### src/ltg_pkg.sv
// Package for the line trigger gating monitor: register map, field layout,
// timing constants and the packed types shared by the design.
// Assumes a 50 MHz pclk and 32-bit APB data with word-aligned registers.
package ltg_pkg;
    localparam int unsigned CLK_MHZ = 50;
    localparam int unsigned CLK_NS = 20;
    // Times in nanoseconds as printed
    localparam int unsigned MIN_EXPOSURE_NS = 2000;
    localparam int unsigned GUARD_DEFAULT_NS = 5400;
    localparam int unsigned GUARD_UNLIMITED_NS = 3400;
    // Least times round up
    localparam int unsigned MIN_EXPOSURE_CYC = (MIN_EXPOSURE_NS + CLK_NS - 1) / CLK_NS;
    localparam int unsigned GUARD_DEFAULT_CYC = (GUARD_DEFAULT_NS + CLK_NS - 1) / CLK_NS;
    localparam int unsigned GUARD_UNLIMITED_CYC = (GUARD_UNLIMITED_NS + CLK_NS - 1) / CLK_NS;
    localparam int unsigned CNT_W = 20;
    localparam int unsigned ADDR_W = 8;

    // Register byte offsets
    localparam logic [ADDR_W-1:0] CTRL_OFS = 8'h00;
    localparam logic [ADDR_W-1:0] EXPOSURE_OFS = 8'h04;
    localparam logic [ADDR_W-1:0] LINE_PERIOD_OFS = 8'h08;
    localparam logic [ADDR_W-1:0] OVERLAP_OFS = 8'h0c;
    localparam logic [ADDR_W-1:0] LINES_OFS = 8'h10;
    localparam logic [ADDR_W-1:0] STATUS_OFS = 8'h14;
    localparam logic [ADDR_W-1:0] OVERTRIG_OFS = 8'h18;
    localparam logic [ADDR_W-1:0] OUTSEL_OFS = 8'h1c;

    // Control fields
    localparam int unsigned CTRL_ENABLE_BIT = 0;
    localparam int unsigned CTRL_WIDTH_MODE_BIT = 1;
    localparam int unsigned CTRL_UNLIMIT_BIT = 2;
    localparam int unsigned CTRL_FRAME_TRIG_BIT = 3;

    // Reset values; overlap ceiling is min period minus default guard
    localparam logic [CNT_W-1:0] EXPOSURE_RST = 20'h00064;
    localparam logic [CNT_W-1:0] LINE_PERIOD_RST = 20'h003d9;
    localparam logic [CNT_W-1:0] OVERLAP_RST = 20'h002cb;
    localparam logic [15:0] LINES_RST = 16'h0003;

    // Output line source codes
    typedef enum logic [1:0] {
        SRC_EXPOSURE, SRC_ACQ_WAIT, SRC_FRAME_WAIT, SRC_LINE_WAIT
    } out_src_t;
    localparam int unsigned OUT_LINES = 2;
    localparam out_src_t OUT1_RST = SRC_EXPOSURE;
    localparam out_src_t OUT2_RST = SRC_LINE_WAIT;

    typedef enum logic [1:0] {
        ST_IDLE, ST_ACQ_WAIT, ST_FRAME_WAIT, ST_LINES
    } seq_st_t;

    typedef struct packed {
        logic acq_start;
        logic frame_start;
        logic line_start;
    } trig_t;

    typedef struct packed {
        logic exposure_active;
        logic acq_wait;
        logic frame_wait;
        logic line_wait;
    } monitor_t;

    typedef struct packed {
        logic enable;
        logic width_mode;
        logic unlimit;
        logic frame_trig;
        logic [CNT_W-1:0] exposure;
        logic [CNT_W-1:0] line_period;
        logic [CNT_W-1:0] overlap;
        logic [15:0] lines;
        out_src_t [OUT_LINES-1:0] out_sel;
        trig_t overtrig;
        seq_st_t seq;
        logic exposing;
        logic readout;
        logic pending_end;
        logic [CNT_W-1:0] exp_cnt;
        logic [CNT_W-1:0] guard_cnt;
        logic [CNT_W-1:0] read_cnt;
        logic [CNT_W-1:0] period_cnt;
        logic [15:0] line_cnt;
        trig_t trig_prev;
        logic [31:0] prdata;
        logic [OUT_LINES-1:0] out_lines;
        monitor_t mon;
    } state_t;
endpackage : ltg_pkg
### src/line_trigger_gating_monitor.sv
// Line trigger gating monitor: accepts hardware triggers only while waiting,
// times exposure, guard and readout, and flags discarded triggers.
// Assumes triggers are synchronous to pclk; registers reached over APB.
//
// Our own choices: the APB interface to the registers and the register offsets.
module line_trigger_gating_monitor
    import ltg_pkg::*;
(
    input wire logic pclk,
    input wire logic presetn,
    input wire logic psel,
    input wire logic penable,
    input wire logic pwrite,
    input wire logic [ADDR_W-1:0] paddr,
    input wire logic [31:0] pwdata,
    input wire logic [3:0] pstrb,
    output logic [31:0] prdata,
    output logic pready,
    output logic pslverr,
    input wire trig_t hw_trig,
    output monitor_t monitor,
    output logic [OUT_LINES-1:0] out_lines,
    output logic overlapped
);
    state_t s_r;
    state_t s_nxt;
    logic wr;
    logic rd;
    logic mapped;
    trig_t rise;
    logic line_ok;
    logic start_exp;
    logic end_exp;
    logic trig_fall;
    logic [CNT_W-1:0] guard_len;

    function automatic logic [CNT_W-1:0] sat_dec(input logic [CNT_W-1:0] v);
        sat_dec = (v == '0) ? '0 : v - 1'b1;
    endfunction : sat_dec

    function automatic logic [CNT_W-1:0] max_cnt(input logic [CNT_W-1:0] a,
                                                 input logic [CNT_W-1:0] b);
        max_cnt = (a > b) ? a : b;
    endfunction : max_cnt

    function automatic logic [31:0] merge(input logic [31:0] old, input logic [31:0] d,
                                          input logic [3:0] st);
        for (int i = 0; i < 4; i++) begin
            merge[i*8 +: 8] = st[i] ? d[i*8 +: 8] : old[i*8 +: 8];
        end
    endfunction : merge

    assign pready = 1'b1;
    assign wr = psel & penable & pwrite;
    // Read data taken in setup so it stands through the access phase
    assign rd = psel & ~penable & ~pwrite;
    always_comb begin
        case (paddr)
            CTRL_OFS, EXPOSURE_OFS, LINE_PERIOD_OFS, OVERLAP_OFS,
            LINES_OFS, STATUS_OFS, OVERTRIG_OFS, OUTSEL_OFS: mapped = 1'b1;
            default: mapped = 1'b0;
        endcase
    end
    assign pslverr = psel & penable & ~mapped;

    assign rise = hw_trig & ~s_r.trig_prev;
    assign trig_fall = s_r.trig_prev.line_start & ~hw_trig.line_start;

    // Guard stretched when the ceiling is set below period minus guard
    always_comb begin
        logic [CNT_W-1:0] base;
        logic [CNT_W-1:0] room;
        base = s_r.unlimit ? CNT_W'(GUARD_UNLIMITED_CYC) : CNT_W'(GUARD_DEFAULT_CYC);
        room = (s_r.line_period > s_r.overlap) ? s_r.line_period - s_r.overlap : '0;
        guard_len = max_cnt(base, room);
        // A ceiling above its proper value shrinks room; base still holds
    end

    // Line accepted only when idle of exposure and guard
    assign line_ok = (s_r.seq == ST_LINES) && !s_r.exposing && (s_r.guard_cnt == '0)
                     && (s_r.period_cnt == '0);
    assign start_exp = line_ok & rise.line_start;
    // Timed end at count, or width mode end at valid fall after readout
    assign end_exp = s_r.exposing &&
        (s_r.width_mode ? ((trig_fall || s_r.pending_end) && !s_r.readout
                           && (s_r.exp_cnt == '0))
                        : (s_r.exp_cnt == '0));
    // Longer exposure brings exposure plus guard nearer the period, so overlapped sets sooner
    // Readout lasts one guard length, so the sum is fixed per setting
    assign overlapped = (s_r.line_period <= s_r.exposure + guard_len);

    always_comb begin
        s_nxt = s_r;
        s_nxt.trig_prev = hw_trig;
        s_nxt.guard_cnt = sat_dec(s_r.guard_cnt);
        s_nxt.read_cnt = sat_dec(s_r.read_cnt);
        s_nxt.readout = s_r.readout && (s_r.read_cnt > CNT_W'(1));
        s_nxt.period_cnt = sat_dec(s_r.period_cnt);
        if (s_r.exposing) begin
            s_nxt.exp_cnt = sat_dec(s_r.exp_cnt);
        end

        case (s_r.seq)
            ST_IDLE: begin
                if (s_r.enable) begin
                    s_nxt.seq = ST_ACQ_WAIT;
                end
            end
            ST_ACQ_WAIT: begin
                if (rise.acq_start) begin
                    s_nxt.seq = s_r.frame_trig ? ST_FRAME_WAIT : ST_LINES;
                    s_nxt.line_cnt = s_r.lines;
                end
            end
            ST_FRAME_WAIT: begin
                if (rise.frame_start) begin
                    s_nxt.seq = ST_LINES;
                    s_nxt.line_cnt = s_r.lines;
                end
            end
            ST_LINES: begin
                if (start_exp) begin
                    s_nxt.exposing = 1'b1;
                    s_nxt.pending_end = 1'b0;
                    // Minimum width held even in width mode
                    s_nxt.exp_cnt = s_r.width_mode ? CNT_W'(MIN_EXPOSURE_CYC - 1)
                                                   : sat_dec(max_cnt(s_r.exposure,
                                                     CNT_W'(MIN_EXPOSURE_CYC)));
                    s_nxt.period_cnt = sat_dec(s_r.line_period);
                    s_nxt.line_cnt = s_r.line_cnt - 16'h0001;
                end
                if (!s_r.enable) begin
                    s_nxt.seq = ST_IDLE;
                end else if (s_r.line_cnt == 16'h0000 && !s_r.exposing
                             && s_r.guard_cnt == '0) begin
                    s_nxt.seq = s_r.frame_trig ? ST_FRAME_WAIT : ST_ACQ_WAIT;
                end
            end
            default: s_nxt.seq = ST_IDLE;
        endcase

        if (s_r.exposing && s_r.width_mode && trig_fall && !end_exp) begin
            s_nxt.pending_end = 1'b1;
        end
        if (end_exp) begin
            s_nxt.exposing = 1'b0;
            s_nxt.pending_end = 1'b0;
            s_nxt.guard_cnt = guard_len;
            s_nxt.readout = 1'b1;
            s_nxt.read_cnt = guard_len;
        end

        // Sticky flags; set wins over clear
        if (wr && paddr == OVERTRIG_OFS) begin
            s_nxt.overtrig = s_r.overtrig & ~trig_t'(pwdata[2:0]);
        end
        if (rise.acq_start && s_r.seq != ST_ACQ_WAIT) begin
            s_nxt.overtrig.acq_start = 1'b1;
        end
        if (rise.frame_start && s_r.seq != ST_FRAME_WAIT) begin
            s_nxt.overtrig.frame_start = 1'b1;
        end
        if (rise.line_start && !line_ok) begin
            s_nxt.overtrig.line_start = 1'b1;
        end

        if (wr) begin
            case (paddr)
                CTRL_OFS: begin
                    s_nxt.enable = pstrb[0] ? pwdata[CTRL_ENABLE_BIT] : s_r.enable;
                    s_nxt.width_mode = pstrb[0] ? pwdata[CTRL_WIDTH_MODE_BIT] : s_r.width_mode;
                    s_nxt.unlimit = pstrb[0] ? pwdata[CTRL_UNLIMIT_BIT] : s_r.unlimit;
                    s_nxt.frame_trig = pstrb[0] ? pwdata[CTRL_FRAME_TRIG_BIT] : s_r.frame_trig;
                end
                EXPOSURE_OFS: s_nxt.exposure = CNT_W'(merge(32'(s_r.exposure), pwdata, pstrb));
                LINE_PERIOD_OFS:
                    s_nxt.line_period = CNT_W'(merge(32'(s_r.line_period), pwdata, pstrb));
                OVERLAP_OFS: s_nxt.overlap = CNT_W'(merge(32'(s_r.overlap), pwdata, pstrb));
                LINES_OFS: s_nxt.lines = 16'(merge(32'(s_r.lines), pwdata, pstrb));
                OUTSEL_OFS: begin
                    if (pstrb[0]) begin
                        s_nxt.out_sel[0] = out_src_t'(pwdata[1:0]);
                        s_nxt.out_sel[1] = out_src_t'(pwdata[3:2]);
                    end
                end
                default: ;
            endcase
        end

        // Held between reads so the sampling edge never sees it change
        if (rd) begin
            s_nxt.prdata = '0;
            case (paddr)
                CTRL_OFS: s_nxt.prdata = {28'h0000000, s_r.frame_trig, s_r.unlimit,
                                          s_r.width_mode, s_r.enable};
                EXPOSURE_OFS: s_nxt.prdata = 32'(s_r.exposure);
                LINE_PERIOD_OFS: s_nxt.prdata = 32'(s_r.line_period);
                OVERLAP_OFS: s_nxt.prdata = 32'(s_r.overlap);
                LINES_OFS: s_nxt.prdata = 32'(s_r.lines);
                STATUS_OFS: s_nxt.prdata = {26'h0, overlapped, s_r.readout,
                                            s_r.mon};
                OVERTRIG_OFS: s_nxt.prdata = 32'(s_r.overtrig);
                OUTSEL_OFS: s_nxt.prdata = 32'(s_r.out_sel);
                default: ;
            endcase
        end

        // Monitors follow next state so they track the state exactly
        s_nxt.mon.exposure_active = s_nxt.exposing;
        s_nxt.mon.acq_wait = (s_nxt.seq == ST_ACQ_WAIT);
        s_nxt.mon.frame_wait = (s_nxt.seq == ST_FRAME_WAIT);
        s_nxt.mon.line_wait = (s_nxt.seq == ST_LINES) && !s_nxt.exposing
                              && (s_nxt.guard_cnt == '0) && (s_nxt.period_cnt == '0);
        for (int i = 0; i < OUT_LINES; i++) begin
            case (s_nxt.out_sel[i])
                SRC_EXPOSURE: s_nxt.out_lines[i] = s_nxt.mon.exposure_active;
                SRC_ACQ_WAIT: s_nxt.out_lines[i] = s_nxt.mon.acq_wait;
                SRC_FRAME_WAIT: s_nxt.out_lines[i] = s_nxt.mon.frame_wait;
                default: s_nxt.out_lines[i] = s_nxt.mon.line_wait;
            endcase
        end
    end

    always_ff @(posedge pclk or negedge presetn) begin
        if (!presetn) begin
            s_r <= '0;
            s_r.exposure <= EXPOSURE_RST;
            s_r.line_period <= LINE_PERIOD_RST;
            s_r.overlap <= OVERLAP_RST;
            s_r.lines <= LINES_RST;
            s_r.out_sel[0] <= OUT1_RST;
            s_r.out_sel[1] <= OUT2_RST;
            s_r.seq <= ST_IDLE;
        end else begin
            s_r <= s_nxt;
        end
    end

    assign prdata = s_r.prdata;
    assign monitor = s_r.mon;
    assign out_lines = s_r.out_lines;
endmodule : line_trigger_gating_monitor

### config.mk
export PLATFORM = sky130hd
export DESIGN_NAME = line_trigger_gating_monitor
export DESIGN_NICKNAME = d
export VERILOG_FILES = /design/src/ltg_pkg.sv /design/src/line_trigger_gating_monitor.sv
export SDC_FILE = /design/constraint.sdc
export NUM_CORES = 1
export LEC_CHECK = 0
export BUFFER_PORTS_ARGS = -buffer_cell sky130_fd_sc_hd__buf_2
export CORE_MARGIN = 2
export CORE_UTILIZATION = 62
export CTS_CLUSTER_SIZE = 24
export DETAILED_ROUTE_END_ITERATION = 10
export PLACE_DENSITY = 0.81
export SYNTH_ARGS = -nofsm -noshare
export SYNTH_HDL_FRONTEND = slang
export SYNTH_SLANG_ARGS = --single-unit
export TNS_END_PERCENT = 20
### constraint.sdc
create_clock -name pclk -period 10.2 [get_ports pclk]
set_input_delay 1.02 -clock pclk [delete_from_list [all_inputs] [get_ports pclk]]
set_output_delay 1.02 -clock pclk [all_outputs]
set_load 0.005 [all_outputs]
After elaboration in Yosys (flattened, before gate mapping):

Memories as Yosys holds them, arrays and structs flattened.
Cells that the tools add are included.

* bits in registers: 228
* ROM bits: 32
* bits of input ports: 52
* output and inout bits: 41
* word-level logic and storage cells: 192
* memories kept: 1

* add/sub/neg operators: 9
* $lt $le $gt $ge: 5
* equality and inequality tests: 22
* multiplexer cells: 44
* bitwise gates (word level): 15
* reductions and logical operators: 59

Memories
* (no name shown): words 32, width 1, read ports 1, clocked after memory_dff 0, write ports 0, line line_trigger_gating_monitor.sv:58 `case (paddr)`

Operators by type and width (count)
* 20-bit 2-to-1 mux: 12
* 20-bit zero test: 8
* 20-bit one-hot mux with 8 select lines: 1
* 20-bit by 1-bit subtractor with 20-bit output, second input constant: 6
* 16-bit one-hot mux with 3 select lines: 1
* 21-bit 2-to-1 mux: 2
* 40-bit 2-to-1 mux: 1
* 36-bit 2-to-1 mux: 1
* 3-bit AND reduction: 12
* 8-bit by 5-bit equality test with 1-bit output, second input constant: 4
* 16-bit 2-to-1 mux: 2
* 20-bit adder: 1
* 20-bit by 1-bit greater-than comparator with 1-bit output, second input constant: 1
* 20-bit greater-than comparator: 1
* 20-bit by 7-bit greater-than comparator with 1-bit output, second input constant: 1
* 9-bit by 20-bit greater-than comparator with 1-bit output: 1
* 20-bit less-or-equal comparator: 1
* 20-bit subtractor: 1
* 1-bit logical AND: 19
* 8-bit by 4-bit equality test with 1-bit output, second input constant: 2
* 16-bit zero test: 1
* 16-bit by 1-bit subtractor with 16-bit output, second input constant: 1
* 2-bit equality test, second input constant: 6
* 2-bit 2-to-1 mux: 6
* 23 further kinds: 62

Longest topological paths before layout:

Gate-level depths: netlist (run 1).

* depth after elaboration: 16
* mapped depth: 46
* depth with buffers taken out: 44

Worst setup path before layout (run 1):

Ideal clock, no wire load.

* path type: reg2out
* start: register s_r[185] (netlist bit)
* end: output overlapped
* data arrival time: 7790 ps
* data required time: 9180 ps
* slack: 1390 ps
* stages on the path, launching flop included: 40
* cell sequence: dfstp_2 > inv_1 > ha_1 > inv_1 > fa_1 > a211oi_1 > o21ai_1 > nand2_1 > o31ai_1 > a31oi_1 > or3_1 > ha_1 > nand2_1 > nor3_1 > a311oi_1 > and4_1 > o21ba_1 > clkbuf_1 > (+4 left out) > a21oi_1 > nor2_1 > nor2_1 > o21bai_1 > a21oi_1 > o21bai_1 > a21oi_1 > o311a_1 > a211oi_1 > a41o_1 > o41ai_1 > xor2_1 > ha_1 > nand4_1 > nor4_1 > a21oi_1 > o311ai_0 > o21ai_0

* longest elaborated chain between the ends: 6

RTL lines
* start, declared: line line_trigger_gating_monitor.sv:25 `state_t s_r;`
* start signal, assigned: line line_trigger_gating_monitor.sv:235 `s_r <= s_nxt;`
* 20-bit subtractor or 20-bit greater-than comparator (tied branches): line line_trigger_gating_monitor.sv:74 `room = (s_r.line_period > s_r.overlap) ? s_r.line_period - s_r.overlap : '0;`
* 20-bit 2-to-1 mux: line line_trigger_gating_monitor.sv:74
* 9-bit by 20-bit greater-than comparator with 1-bit output: line line_trigger_gating_monitor.sv:43 `max_cnt = (a > b) ? a : b;`
* 20-bit 2-to-1 mux: line line_trigger_gating_monitor.sv:43
* 20-bit adder: line line_trigger_gating_monitor.sv:90 `assign overlapped = (s_r.line_period <= s_r.exposure + guard_len);`
* 20-bit less-or-equal comparator *: line line_trigger_gating_monitor.sv:90
* end, declared: line line_trigger_gating_monitor.sv:23 `output logic overlapped`

Every way passes the cells marked *; elsewhere a longest branch is shown, timed or not.

Worst setup path in the final report (run 1):

Ends and elaborated chain as after synthesis.

==> results.txt, run 1 <==
- Antenna diode count: 0
* Longest Clk Path Bufs: 3
- Fill cells in the final layout number 1,862.
- The final layout contains routed wiring with a total length of 45,800 um.
* Gate family responsible for the most delay along the worst path: compound AO/OA/AOI/OAI gates
- Netlist area before placement: about 15,000 um2
- In this run the remaining antenna-violating nets after routing total 0.
* Count of boundary I/O pins: 93
- Core footprint: 23,500 um2
- The first global-routing pass estimated ~71,000 um of wire.
* Proportion of total power due to net switching: 26.9%
- Internal power comes to 0.00152 W.
- The worst pin sits at a relative slew slack of 19.9%.
- STA classifies the critical path startpoint as a register.
- Worst setup slack after placement: ~0.27 ns
- In this run the power spent charging and discharging nets is about 0.00056 W.
* Avg Inst Size Synth: 8.76 um2
- The critical path is of the reg2out type.
- Final weighted congestion of routability-driven global placement: 0.959
* Min Tclk post-route: slightly below 10 ns
* Die extent in y: between 150 and 200 um
* Top library cells by usage in the layout, fill and taps aside: sky130_fd_sc_hd__dfrtp_1 (196), sky130_fd_sc_hd__nor2_1 (166), sky130_fd_sc_hd__nand2_1 (152), sky130_fd_sc_hd__o21ai_0 (108), sky130_fd_sc_hd__a21oi_1 (72)
- The slowest stage of the critical path belongs to the cell sky130_fd_sc_hd__dfstp_2.
* Complex-gate fraction of the synthesized area: 17.9%
- Combinational group share of total power: 12.1%
* Setup-failing EPs final: 0
- At the worst endpoint, the required time is 9.18 ns.
- IR analysis of the VDD net gives a maximum drop of around 0.00015 V.
* Number of buffer and inverter instances along the worst setup path: 4
- Cells on worst reg2reg path: 39
* Residual DRC count: 0
* Least-Margin Pin Slew: 1.20 ns
* Router iterations before antenna repair: 6
- The floorplan has 56 rows.
* Endpoint of the most critical register-to-register path: prdata[5]$_DFFE_PN0P_
- Worst-path clk slew: 0.06 ns
* Synth Warn #: 0
- Reg-to-reg slack, setup: between 1.5 and 2 ns
* Worst setup path startpoint: s_r[185]$_DFFE_PN1P_
* Reg-to-reg critical path startpoint: s_r[185]$_DFFE_PN1P_
- The via count of the first global-routing pass was between 10,000 and 15,000.
- At the worst endpoint, the arrival time is 8.74 ns.
- The synthesized netlist devotes 6.21% of its cell area to adder and majority cells.
* Starting density of the core: between 60 and 70%
- The area growth from synthesis to layout is 9.48%.
* Main combinational cell family by area after synthesis: simple AND/OR/NAND/NOR gates
- Clock latency on the worst-skew pair, taken at its later pin, is 0.53 ns.
* Leading cell type in the layout, fill and taps excluded: sky130_fd_sc_hd__dfrtp_1
* Post-synthesis xor/xnor area fraction: about 7%
* FFs w/ async S/R, synth: 100%
* DR iter-0 viols: 1,715
- Via count: 13,900
* Area enclosed by the die boundary: 25,400 um2
* Input/output buffers: 66
* Placed wire-length estimate after detailed placement: 34,200 um
- The number of antenna violations at the first check in global routing was 0.
* H-tree level count: 1
* Number of clock sinks: 216
* Number of nets at the end of the flow: 1,870
- Setup slack on the critical path of the routed design comes to around 0.44 ns.
- Synthesized netlist cell count: between 1,500 and 2,000
- TritonCTS built the clock tree.
* Synthesized-area fraction occupied by and/or/nand/nor cells: 21.3%
* Number of distinct standard cells referenced by the synthesized netlist: 82
- For this run the aggregate overflow at the end of global routing stands at 0.
- The synthesized design contains 0 enable-type register cells.
* Type of the most critical hold path: reg2reg
* LEAKAGE: about 7.0 nW
- The clock network accounts for 44.3% of the total power.
* Flop pwr share: 43.6%
* Share of cell area taken by muxes after synthesis: 5.90%
- Power comes to 0.00208 W.
- Flip-flop cell with the highest count after synthesis: sky130_fd_sc_hd__dfrtp_1
- Crit-path max FO: 10
* Pin count of the biggest net entering global routing: 89
- Buffer type at the clock tree root: sky130_fd_sc_hd__clkbuf_16
- Dividing the detail-routed wire length by the instance count gives 22.0 um.
- After detailed routing, the number of vias per cell comes to 6.66.
- Seq/Total Area, Yosys: 36.3%
- Clock skew after layout: roughly 0.012 ns
- Layout cell share with drive strength beyond 1: 14.6%
- Across the run, the number of max-cap violations was 0.
- The floorplan step set the die width to roughly 160 um.
* Kind of end point of the critical path: output port
- Counting flops and latches in the post-synthesis netlist gives 216.
- The run finished with clean final reports.
* Total global-route track usage: 35.4%
* Final Slew Violations: 0
- Timing endpoint of the critical path: overlapped
* Library cell appearing most often on the critical path: sky130_fd_sc_hd__ha_1
* Crit path depth: 38
- The final critical path takes up 95.7% of the cycle.
* F_max: 102 MHz
- Buffers inserted during clock tree synthesis total 24.
- Power spread over the standard cell area amounts to 127 nW/um2.
- In this design, the stage delay of the slowest critical-path cell is 0.61 ns.
- The count of final hold-check violations came to 0.
-- power by group through the flow --
stage	registers [W]	logic, W	clock network (W)
after global routing	0.000909	0.000273	0.000959
after global placement	0.000919	0.000231	0
after floorplan	0.000909	0.000153	0
after detailed placement	0.000920	0.000239	0
final	0.000907	0.000251	0.000920
after CTS	0.000905	0.000243	0.000923
-- registers in the layout, summed over array words and instances (netlist names) --
register,count
monitor,4
out_lines,2
prdata,20
s_r,190
-- how the worst min path moves through the flow --
stage	start	end	slack, ns	depth (start not counted)
floorplan	prdata[19]$_DFFE_PN0P_	prdata[19]$_DFFE_PN0P_	0.45	2
global placement	prdata[19]$_DFFE_PN0P_	prdata[19]$_DFFE_PN0P_	0.46	2
detailed placement	prdata[4]$_DFFE_PN0P_	prdata[4]$_DFFE_PN0P_	0.47	2
CTS	prdata[4]$_DFFE_PN0P_	prdata[4]$_DFFE_PN0P_	0.48	2
global route	prdata[3]$_DFFE_PN0P_	prdata[3]$_DFFE_PN0P_	0.52	2
finish	prdata[4]$_DFFE_PN0P_	prdata[4]$_DFFE_PN0P_	0.48	2
-- metrics by stage --
step,utilization [%],TNS [ns],cells,cell area (um2),hold slack (ns)
detailed placement,65.6,0,2036,15400,0.470
finish,69.5,0,2081,16400,0.478
global placement,65.6,0,2036,15400,0.465
CTS,69.2,0,2079,16300,0.483
floorplan,-,0,1718,15000,0.451
global route,69.5,-0.0104,2081,16400,0.520
-- kinds of logic after synthesis --
family | Yosys count
buffers and inverters | 160
other | 2
adders and majority gates | 73
muxes | 80
xor gates and xnor gates | 122
AOI/OAI and AO/OA | 420
DFF | 216
and+or+nand+nor | 634
-- layer usage --
layer | GRT usage, % | vias to the layer above | routed length (um)
met4 | 15.6 | 0 | 2220
met2 | 55.7 | 759 | 20700
met3 | 6.64 | 149 | 4420
li1 | - | 6287 | -
met1 | 48.0 | 6665 | 18500
met5 | 0 | - | 0
-- area by class of cell --
class	instances	area, um2	share of cell area, %
Multi-Input combinational cell	1342	8880	54.3
Sequential cell	216	5430	33.2
Clock inverter	7	90.1	0.551
Timing Repair Buffer	99	586	3.58
Clock buffer	36	747	4.56
Tap cell	319	399	2.44
Inverter	62	233	1.42
-- worst register-to-register path: cells and delay by family, from the launching register on --
family / cells / cell delay, ns
compound gates: 19 / 3.44
simple gates: 11 / 2.22
fa+ha+maj: 5 / 1.49
flops: 1 / 0.61
buf+inv: 3 / 0.33
xor+xnor: 1 / 0.12
-- cells in the mapped netlist, drive strengths merged, types with 19 or more instances --
library cell	n	area (um2)
xnor2	71	622
mux2	65	732
o21ai	119	596
nor4	42	278
o22ai	35	219
dfstp	20	526
a21oi	77	385
nand2b	24	150
buf	43	324
ha	71	888
nor2	166	623
a22oi	33	248
nand3	32	160
dfrtp	196	4900
inv	62	233
xor2	51	447
nand4	25	156
or3	20	125
a31oi	31	194
nor2b	19	119
nand2	153	582
nor3	70	355
clkbuf	55	206
-- what timing repair did --
item                                    4_1_cts  5_1_grt
gates cloned                                  0        0
endpoints found under the setup margin        1        1
hold buffers                                  0        0
gates resized for setup                       3       13
buffers inserted                              0        1
pin swaps                                     0        2
No activity file was read; power rests on OpenSTA's default activity.
==> run 2: changes to the inputs <==
--- a/config.mk
+++ b/config.mk
@@ -7,10 +7,11 @@
 export LEC_CHECK = 0
 export BUFFER_PORTS_ARGS = -buffer_cell sky130_fd_sc_hd__buf_2
 export CORE_MARGIN = 2
-export CORE_UTILIZATION = 62
+export CORE_UTILIZATION = 64
+export CTS_BUF_LIST = sky130_fd_sc_hd__clkbuf_8
 export CTS_CLUSTER_SIZE = 24
 export DETAILED_ROUTE_END_ITERATION = 10
-export PLACE_DENSITY = 0.81
+export PLACE_DENSITY = 0.83
 export SYNTH_ARGS = -nofsm -noshare
 export SYNTH_HDL_FRONTEND = slang
 export SYNTH_SLANG_ARGS = --single-unit
==> results.txt, run 2 (synthesis gave the netlist of run 1 again) <==
* Final number of hold-violating endpoints: 0 (unchanged)
- The filler cell count in the final layout is 1,736 (was 1,862).
* Clock power share: 41.0% (was 44.3%)
- Largest register FFs: 190 (unchanged)
- The number of buffers added to fix hold violations after cts was 0 (unchanged).
* Layout cell share with drive strength beyond 1: 15.4% (was 14.6%)
- The total vias in the final route is 13,800 (was 13,900).
* Internal portion of total power: 0.00138 W (was 0.00152 W)
* Via density per instance: 6.57 (was 6.66)
* Final weighted congestion of routability-driven global placement: 0.971 (was 0.959)
- The minimum setup slack among reg-to-reg paths is 1.72 ns (was 1.82 ns).
* Kind of end point of the critical path: output port (unchanged)
- The combinational group share of total power is 12.3% (was 12.1%).
* Worst-path clk slew: 0.06 ns (about the same)
- Core footprint: 22,800 um2 (was 23,500 um2)
- The sum of overflow across all layers after global routing came to 0 (unchanged).
- Area of the multi-input gates: 8870 um2 (was 8880 um2)
* Vias in the first global route: 13,200 (was 13,100)
- Total global-route track usage: 37.0% (was 35.4%)
- The final antenna-violating net count came to 0 (unchanged).
- The maximum vdd drop was 0.000162 V (was 0.000147 V).
- The share of the clock period used by the worst path after layout was 95.7% (about the same).
* Least-Margin Pin Slew: 1.07 ns (was 1.20 ns)
* Endpoint of the most critical register-to-register path: prdata[5]$_DFFE_PN0P_ (unchanged)
- The number of ports placed on the die boundary came to 93 (unchanged).
* TritonCTS buffer count: 38 (was 24)
* Worst slew margin: 28.3% (was 19.9%)
- The data required time of the critical path is 9.18 ns (about the same).
- The net switching component of the power was 0.000560 W (about the same).
* PD cells: 119 nW/um2 (was 127 nW/um2)
- Max stage delay cell, worst path: sky130_fd_sc_hd__dfstp_2 (unchanged)
* Reg-to-reg critical path startpoint: s_r[185]$_DFFE_PN1P_ (unchanged)
* Placed wire-length estimate after detailed placement: 33,800 um (was 34,200 um)
* Type of origin of the critical path: register (unchanged)
- Clock skew after layout: 0.0334 ns (was 0.0122 ns)
- The most frequent standard cell in the layout excluding fill and tap cells was sky130_fd_sc_hd__dfrtp_1 (unchanged).
- The first-pass GRT wire length came to 70,800 um (was 71,500 um).
* Number of placement rows: 55 (was 56)
- The accumulated negative setup slack is 0 ns (unchanged).
- Initial antenna violation count: 0 (unchanged)
* Type of the most critical hold path: reg2reg (unchanged)
- Area enclosed by the die boundary: 24,600 um2 (was 25,400 um2)
- The largest fanout on the critical path came to 11 (was 10).
- Router iterations before antenna repair: 6 (unchanged)
- Status: completed (unchanged).
* Flop pwr share: 46.7% (was 43.6%)
* Timing endpoint of the critical path: overlapped (unchanged)
- The cell total after placement was 2,029 (was 2,036).
- Worst setup path startpoint: s_r[185]$_DFFE_PN1P_ (unchanged)
- Longest Clk Path Bufs: 3 (unchanged)
- Unrepaired setup endpoints after global routing: no
- Number of maximum-capacitance violations: 0 (unchanged)
- Die X-Extent: 157 um (was 159 um)
- Area taken by flip-flops and latches: 5430 um2 (unchanged)
- Routed length per placed instance: 21.4 um (was 22.0 um)
- Die extent in y: 157 um (was 159 um)
- Number of clock sinks: 216 (unchanged)
- The net switching fraction of the power is 28.8% (was 26.9%).
* Number of nets at the end of the flow: 1,884 (was 1,870)
- F_max: 102 MHz (about the same)
- Number of cells in the finished layout apart from fillers: 2,102 (was 2,081)
- The depth of the most critical reg-to-reg path came to 44 (was 39).
- The maximum level of the CTS H-tree came to 2 (was 1).
- The total DRC errors in the routed layout was 0 (unchanged).
* Clock tree from TritonCTS: built (unchanged)
* DR iter-0 viols: 1,823 (was 1,715)
- The largest net degree at the start of global routing came to 103 (was 89).
* Maximum cell stage delay along the critical path: 0.62 ns (was 0.61 ns)
- The cell chosen for the clock root is sky130_fd_sc_hd__clkbuf_8 (was sky130_fd_sc_hd__clkbuf_16).
- Top library cells by usage in the layout, fill and taps aside: sky130_fd_sc_hd__dfrtp_1 (196), sky130_fd_sc_hd__nor2_1 (166), sky130_fd_sc_hd__nand2_1 (152), sky130_fd_sc_hd__o21ai_0 (107), sky130_fd_sc_hd__inv_1 (75) (was sky130_fd_sc_hd__dfrtp_1 (196), sky130_fd_sc_hd__nor2_1 (166), sky130_fd_sc_hd__nand2_1 (152), sky130_fd_sc_hd__o21ai_0 (108), sky130_fd_sc_hd__a21oi_1 (72)).
- Clock insertion delay at the later pin of the skew report: 0.56 ns (was 0.53 ns)
- The static leakage was 7.02 nW (was 6.99 nW).
- The worst path arrival time is 8.74 ns (about the same).
- The number of antenna diodes is 0 (unchanged).
- The register name with the most flops was s_r (unchanged).
- The area growth from synthesis to final layout is 8.87% (was 9.48%).
- Input/output buffers: 66 (unchanged)
* Setup-failing EPs final: 0 (unchanged)
* Final wirelength: 44,900 um (was 45,800 um)
* Final Slew Violations: 0 (unchanged)
* Setup CP Type: reg2out (unchanged)
* Starting density of the core: 65.6% (was 63.5%)
* Min Tclk post-route: 9.76 ns (about the same)
-- run 2: cell types whose count changed in the layout (fill, tap and decap cells not counted), moves of 2 or more --
| cell | before | now |
|---|---|---|
| sky130_fd_sc_hd__clkbuf_1 | 3 | 0 |
| sky130_fd_sc_hd__clkbuf_16 | 25 | 0 |
| sky130_fd_sc_hd__inv_6 | 0 | 2 |
| sky130_fd_sc_hd__inv_1 | 62 | 75 |
| sky130_fd_sc_hd__bufinv_16 | 2 | 0 |
| sky130_fd_sc_hd__o21ai_1 | 9 | 11 |
| sky130_fd_sc_hd__clkbuf_8 | 8 | 47 |
| sky130_fd_sc_hd__clkinv_2 | 3 | 7 |
-- run 2: power groups by stage --
stage | registers, W | clock network [W] | logic (W)
floorplan | 0.000909 | 0 | 0.000153
global placement | 0.000920 | 0 | 0.000224
detailed placement | 0.000920 | 0 | 0.000230
CTS | 0.000906 | 0.000801 | 0.000231
global route | 0.000909 | 0.000841 | 0.000260
finish | 0.000907 | 0.000795 | 0.000238
-- run 2: stage by stage --
| step | hold WS, ns | utilization, % | total power, W | worst slack, ns | instance area (um2) |
|---|---|---|---|---|---|
| detailed placement | 0.467 | 67.7 | 0.00115 | 0.303 | 15400 |
| floorplan | 0.451 | - | 0.00106 | 1.39 | 15000 |
| global route | 0.505 | 71.4 | 0.00201 | 0.0134 | 16300 |
| global placement | 0.460 | 67.7 | 0.00114 | 0.540 | 15400 |
| finish | 0.478 | 71.4 | 0.00194 | 0.443 | 16300 |
| CTS | 0.481 | 71.1 | 0.00194 | 0.0533 | 16200 |
-- run 2: per-layer routing --
metal	vias to the layer above	global-route usage (%)	routed length, um
li1	6319	-	-
met1	6590	50.3	18200
met2	743	57.0	19900
met3	153	6.76	4480
met4	0	18.4	2420
met5	-	0	0
-- run 2: cell type report --
class	count	share of cell area [%]
sequential	216	33.4
inverter	62	1.43
timing repair buffer	99	3.61
multi-input combinational	1342	54.5
clock inverter	23	0.669
clock buffer	47	3.98
tap	313	2.41
-- run 2: timing repair --
action                                  in CTS  in global routing
hold endpoints to repair                     0                  0
buffers inserted                             0                  3
pin swaps                                    0                  3
gates resized for setup                      3                 13
endpoints found under the setup margin       1                  1
-- run 2: worst max-delay path, delay by kind of cell, from the launching register on --
| kind | cells | cell delay (ns) |
|---|---|---|
| AO/OA/AOI/OAI | 21 | 3.94 |
| AND/OR/NAND/NOR | 10 | 1.44 |
| adder cells (fa/ha/maj) | 5 | 1.38 |
| buffers and inverters | 5 | 0.65 |
| flip-flops | 1 | 0.62 |
| XOR/XNOR | 1 | 0.15 |
-- run 2: worst min-delay path by stage --
stage,depth (start not counted),from,to
after floorplan,2,prdata[19]$_DFFE_PN0P_,prdata[19]$_DFFE_PN0P_
after global placement,2,prdata[19]$_DFFE_PN0P_,prdata[19]$_DFFE_PN0P_
after detailed placement,2,prdata[4]$_DFFE_PN0P_,prdata[4]$_DFFE_PN0P_
after CTS,2,prdata[4]$_DFFE_PN0P_,prdata[4]$_DFFE_PN0P_
after global routing,2,prdata[4]$_DFFE_PN0P_,prdata[4]$_DFFE_PN0P_
final,2,prdata[4]$_DFFE_PN0P_,prdata[4]$_DFFE_PN0P_
==> run 3: changes to the inputs <==
--- a/config.mk
+++ b/config.mk
@@ -5,13 +5,14 @@
 export SDC_FILE = /design/constraint.sdc
 export NUM_CORES = 1
 export LEC_CHECK = 0
+export ABC_AREA = 1
 export BUFFER_PORTS_ARGS = -buffer_cell sky130_fd_sc_hd__buf_2
 export CORE_MARGIN = 2
-export CORE_UTILIZATION = 64
+export CORE_UTILIZATION = 65
 export CTS_BUF_LIST = sky130_fd_sc_hd__clkbuf_8
 export CTS_CLUSTER_SIZE = 24
 export DETAILED_ROUTE_END_ITERATION = 10
-export PLACE_DENSITY = 0.83
+export PLACE_DENSITY = 0.84
 export SYNTH_ARGS = -nofsm -noshare
 export SYNTH_HDL_FRONTEND = slang
 export SYNTH_SLANG_ARGS = --single-unit
==> constraint.sdc (replaced) <==
create_clock -name pclk -period 12.07 [get_ports pclk]
set_input_delay 1.207 -clock pclk [delete_from_list [all_inputs] [get_ports pclk]]
set_output_delay 1.207 -clock pclk [all_outputs]
set_load 0.005 [all_outputs]
==> results.txt, run 3 <==
* Final number of hold-violating endpoints: 0 (unchanged)
* Clock skew after layout: 0.0194 ns (was 0.0334 ns)
* H-tree level count: 2 (unchanged)
* Number of filler cells placed in the layout: 1,947 (was 1,736)
- The floorplan row count is 56 (was 55).
- The register area share after synthesis is 35.0% (was 36.3%).
* Post-route setup TNS: 0 ns (unchanged)
* Cell type contributing the most total cell area after synthesis: sky130_fd_sc_hd__dfrtp_1 (unchanged)
- Longest Clk Path Bufs: 3 (unchanged)
- The first-pass GRT wire length came to 71,600 um (was 70,800 um).
- The flip-flop count of the largest register after layout was 190 (unchanged).
* Worst slew margin: 17.5% (was 28.3%)
* Die X-Extent: 159 um (was 157 um)
- Post-CTS Setup Repair Bufs: 0 (unchanged)
- Layout area overhead: 7.38% (was 8.87%)
- Via count: 14,900 (was 13,800)
* Setup-failing EPs final: 0 (unchanged)
* Vias in the first global route: 14,100 (was 13,200)
- Max stage delay cell, worst path: sky130_fd_sc_hd__dfstp_2 (unchanged)
* Worst ir drop on vdd: 0.000107 V (was 0.000162 V)
- Kind of end point of the critical path: output port (unchanged)
- Via density per instance: 5.81 (was 6.57)
* Library cell appearing most often on the critical path: sky130_fd_sc_hd__nand2_1
* Residual DRC count: 0 (unchanged)
- LEAKAGE: 8.79 nW (was 7.02 nW)
- Min Tclk post-route: 9.49 ns
* Crit path depth: 44 (was 42)
* Hold-fix buffers, CTS: 0 (unchanged)
- Status: completed (unchanged)
- The core outline area was 23,500 um2 (was 22,800 um2).
- Leading cell type in the layout, fill and taps excluded: sky130_fd_sc_hd__nand2_1 (was sky130_fd_sc_hd__dfrtp_1)
- Buffer type at the clock tree root: sky130_fd_sc_hd__clkbuf_8 (unchanged)
* Grt ovf: 0 (unchanged)
- Number of buffer and inverter instances along the worst setup path: 6 (was 5)
* Number of clock sinks: 216 (unchanged)
- The fraction of layout cells with a size suffix above 1 came to 10.1% (was 15.4%).
* Placed wire-length estimate after detailed placement: 35,300 um (was 33,800 um)
- Unrepaired setup endpoints after global routing: no (unchanged)
* Worst setup slack after placement: 3.35 ns (was 0.303 ns)
* Synth Warn #: 0 (unchanged)
- The iteration-0 DRC count of the detailed router is 1,430 (was 1,823).
- Number of nets with antenna violations after detailed routing: 0 (unchanged)
- The final wirelength came to 46,100 um (was 44,900 um).
* Number of nets at the end of the flow: 2,340 (was 1,884)
- The largest fanout on the critical path is 15 (was 11).
- Top library cells by usage in the layout, fill and taps aside: sky130_fd_sc_hd__nand2_1 (471), sky130_fd_sc_hd__inv_1 (350), sky130_fd_sc_hd__nor2_1 (248), sky130_fd_sc_hd__o21ai_0 (197), sky130_fd_sc_hd__dfrtp_1 (196) (was sky130_fd_sc_hd__dfrtp_1 (196), sky130_fd_sc_hd__nor2_1 (166), sky130_fd_sc_hd__nand2_1 (152), sky130_fd_sc_hd__o21ai_0 (107), sky130_fd_sc_hd__inv_1 (75)).
- The total of max-cap violations is 0 (unchanged).
- Total global-route track usage: 37.2% (was 37.0%)
* Die extent in y: 159 um (was 157 um)
- Top reg by flops: s_r (unchanged)
* PD cells: 110 nW/um2 (was 119 nW/um2)
* Endpoint arrival time on the critical path: 8.28 ns (was 8.74 ns)
- Type of origin of the critical path: register (unchanged)
- Required time of the critical path: 10.86 ns (was 9.18 ns)
* Part of the cycle the worst path needs: 78.6%
- Final Slew Violations: 0 (unchanged)
- Least-Margin Pin Slew: 1.23 ns (was 1.07 ns)
- Worst-path clk slew: 0.06 ns (about the same)
- The clock tree from TritonCTS is built (unchanged).
* F_max: roughly 110 MHz
- Synth cell count leaders: sky130_fd_sc_hd__nand2_1 (471), sky130_fd_sc_hd__inv_1 (332), sky130_fd_sc_hd__nor2_1 (248) (was sky130_fd_sc_hd__dfrtp_1 (196), sky130_fd_sc_hd__nor2_1 (166), sky130_fd_sc_hd__nand2_1 (152))
* Count of boundary I/O pins: 93 (unchanged)
- Initial antenna violation count: 0 (unchanged)
- Post-synth EDFFs: 0 (unchanged)
- Input/output buffers: 66 (unchanged)
* Cells on worst reg2reg path: 45 (was 44)
- Netlist area before placement: 15,500 um2 (was 14,900 um2)
- The TritonCTS buffer count was 38 (unchanged).
- Area enclosed by the die boundary: 25,100 um2 (was 24,600 um2)
- The flip-flop and latch count after synthesis was 216 (unchanged).
- The class of the most critical setup path is reg2out (unchanged).
- The number of instances in the synthesized netlist was 2,159 (was 1,707).
- Total of cells resized after clock tree synthesis: 0 (was 3)
* Router iterations before antenna repair: 7 (was 6)
- Worst Hold Depth: 2 (unchanged)
- The largest delay contributor family on the critical path is simple AND/OR/NAND/NOR gates (was compound AO/OA/AOI/OAI gates).
* Flip-flop cell with the highest count after synthesis: sky130_fd_sc_hd__dfrtp_1 (unchanged)
- The dominant cell by count in the synthesized netlist is sky130_fd_sc_hd__nand2_1 (was sky130_fd_sc_hd__dfrtp_1).
- Area share of the largest cell type after synthesis: 31.6% (was 32.8%)
* Starting density of the core: 66.1% (was 65.6%)
- Clock insertion delay at the later pin of the skew report: 0.55 ns (was 0.56 ns)
- The fraction of registers with async set or reset after synthesis is 100% (unchanged).
- The average wire length per cell after detail routing is 18.0 um (was 21.4 um).
- Cell types with the largest area share after synthesis: sky130_fd_sc_hd__dfrtp_1 (32%), sky130_fd_sc_hd__nand2_1 (11%), sky130_fd_sc_hd__inv_1 (8.0%) (was sky130_fd_sc_hd__dfrtp_1 (33%), sky130_fd_sc_hd__ha_1 (5.9%), sky130_fd_sc_hd__mux2_2 (4.9%)).
* Number of distinct standard cells referenced by the synthesized netlist: 67 (was 82)
- Final weighted congestion of routability-driven global placement: 1.08 (was 0.971)
* Pin count of the biggest net entering global routing: 87 (was 103)
- Avg Inst Size Synth: 7.19 um2 (was 8.76 um2)
- Antenna diode count: 0 (unchanged)
- Maximum cell stage delay along the critical path: 0.53 ns (was 0.62 ns)
- The worst hold path class was reg2reg (unchanged).
* Post-route setup slack: 2.58 ns (was 0.443 ns)
-- run 3: per-layer routing --
| layer | vias to the layer above | share of wire [%] | global-route usage [%] |
|---|---|---|---|
| met5 | - | 0 | 0 |
| met4 | 0 | 6.5 | 22.3 |
| met3 | 177 | 8.8 | 5.50 |
| met2 | 740 | 45 | 59.6 |
| met1 | 6908 | 40 | 48.1 |
| li1 | 7056 | - | - |
-- run 3: final timing paths --
check | slack, ns | end | from
max in group asynchronous | 9.41 | s_r[199]$_DFFE_PN0P_ | presetn
min in group asynchronous | 0.61 | s_r[127]$_DFF_PN0_ | presetn
hold / removal | 0.48 | prdata[10]$_DFFE_PN0P_ | prdata[10]$_DFFE_PN0P_
hold reg to reg | 0.48 | prdata[10]$_DFFE_PN0P_ | prdata[10]$_DFFE_PN0P_
setup reg to reg | 4.06 | prdata[5]$_DFFE_PN0P_ | s_r[185]$_DFFE_PN1P_
setup / recovery | 2.58 | overlapped | s_r[185]$_DFFE_PN1P_
-- run 3: final cells by class --
class / count / area, um2 / area share, %
clock buffer: 44 / 606 / 3.63
tap: 319 / 399 / 2.39
timing repair buffer: 75 / 408 / 2.45
clock inverter: 25 / 119 / 0.713
inverter: 342 / 1280 / 7.70
sequential: 216 / 5430 / 32.6
multi-input combinational: 1542 / 8420 / 50.5
-- run 3: worst min-delay path, delay by kind of cell (launching register included) --
| kind | cells | cell delay (ns) |
|---|---|---|
| flip-flops | 1 | 0.34 |
| AND/OR/NAND/NOR | 1 | 0.05 |
| AO/OA/AOI/OAI | 1 | 0.06 |
-- run 3: metrics by stage --
stage               utilization, %  hold slack (ns)  area (um2)  instances  power [W]
global route                  71.0            0.503       16700       2563    0.00192
detailed placement            67.9            0.460       15900       2494    0.00119
global placement              67.9            0.462       15900       2494    0.00117
finish                        71.0            0.480       16700       2563    0.00184
floorplan                        -            0.450       15600       2170    0.00108
CTS                           71.0            0.483       16700       2563    0.00183
-- run 3: cells by family (layout without fill, tap and decap cells) --
group	count (synthesis)	after routing	share of synthesized area [%]
fa+ha+maj	73	73	5.98
compound gates	361	361	13.2
buf+inv	412	486	11.0
other cells	2	13	0.0484
xor+xnor	115	115	6.49
flops	216	216	35.0
simple gates	980	980	28.3
-- run 3: where the power goes --
part	total (W)	internal (W)	switching (W)
clock	0.000652	0.000337	0.000316
sequential	0.000760	0.000742	0.0000183
combinational	0.000424	0.000133	0.000291
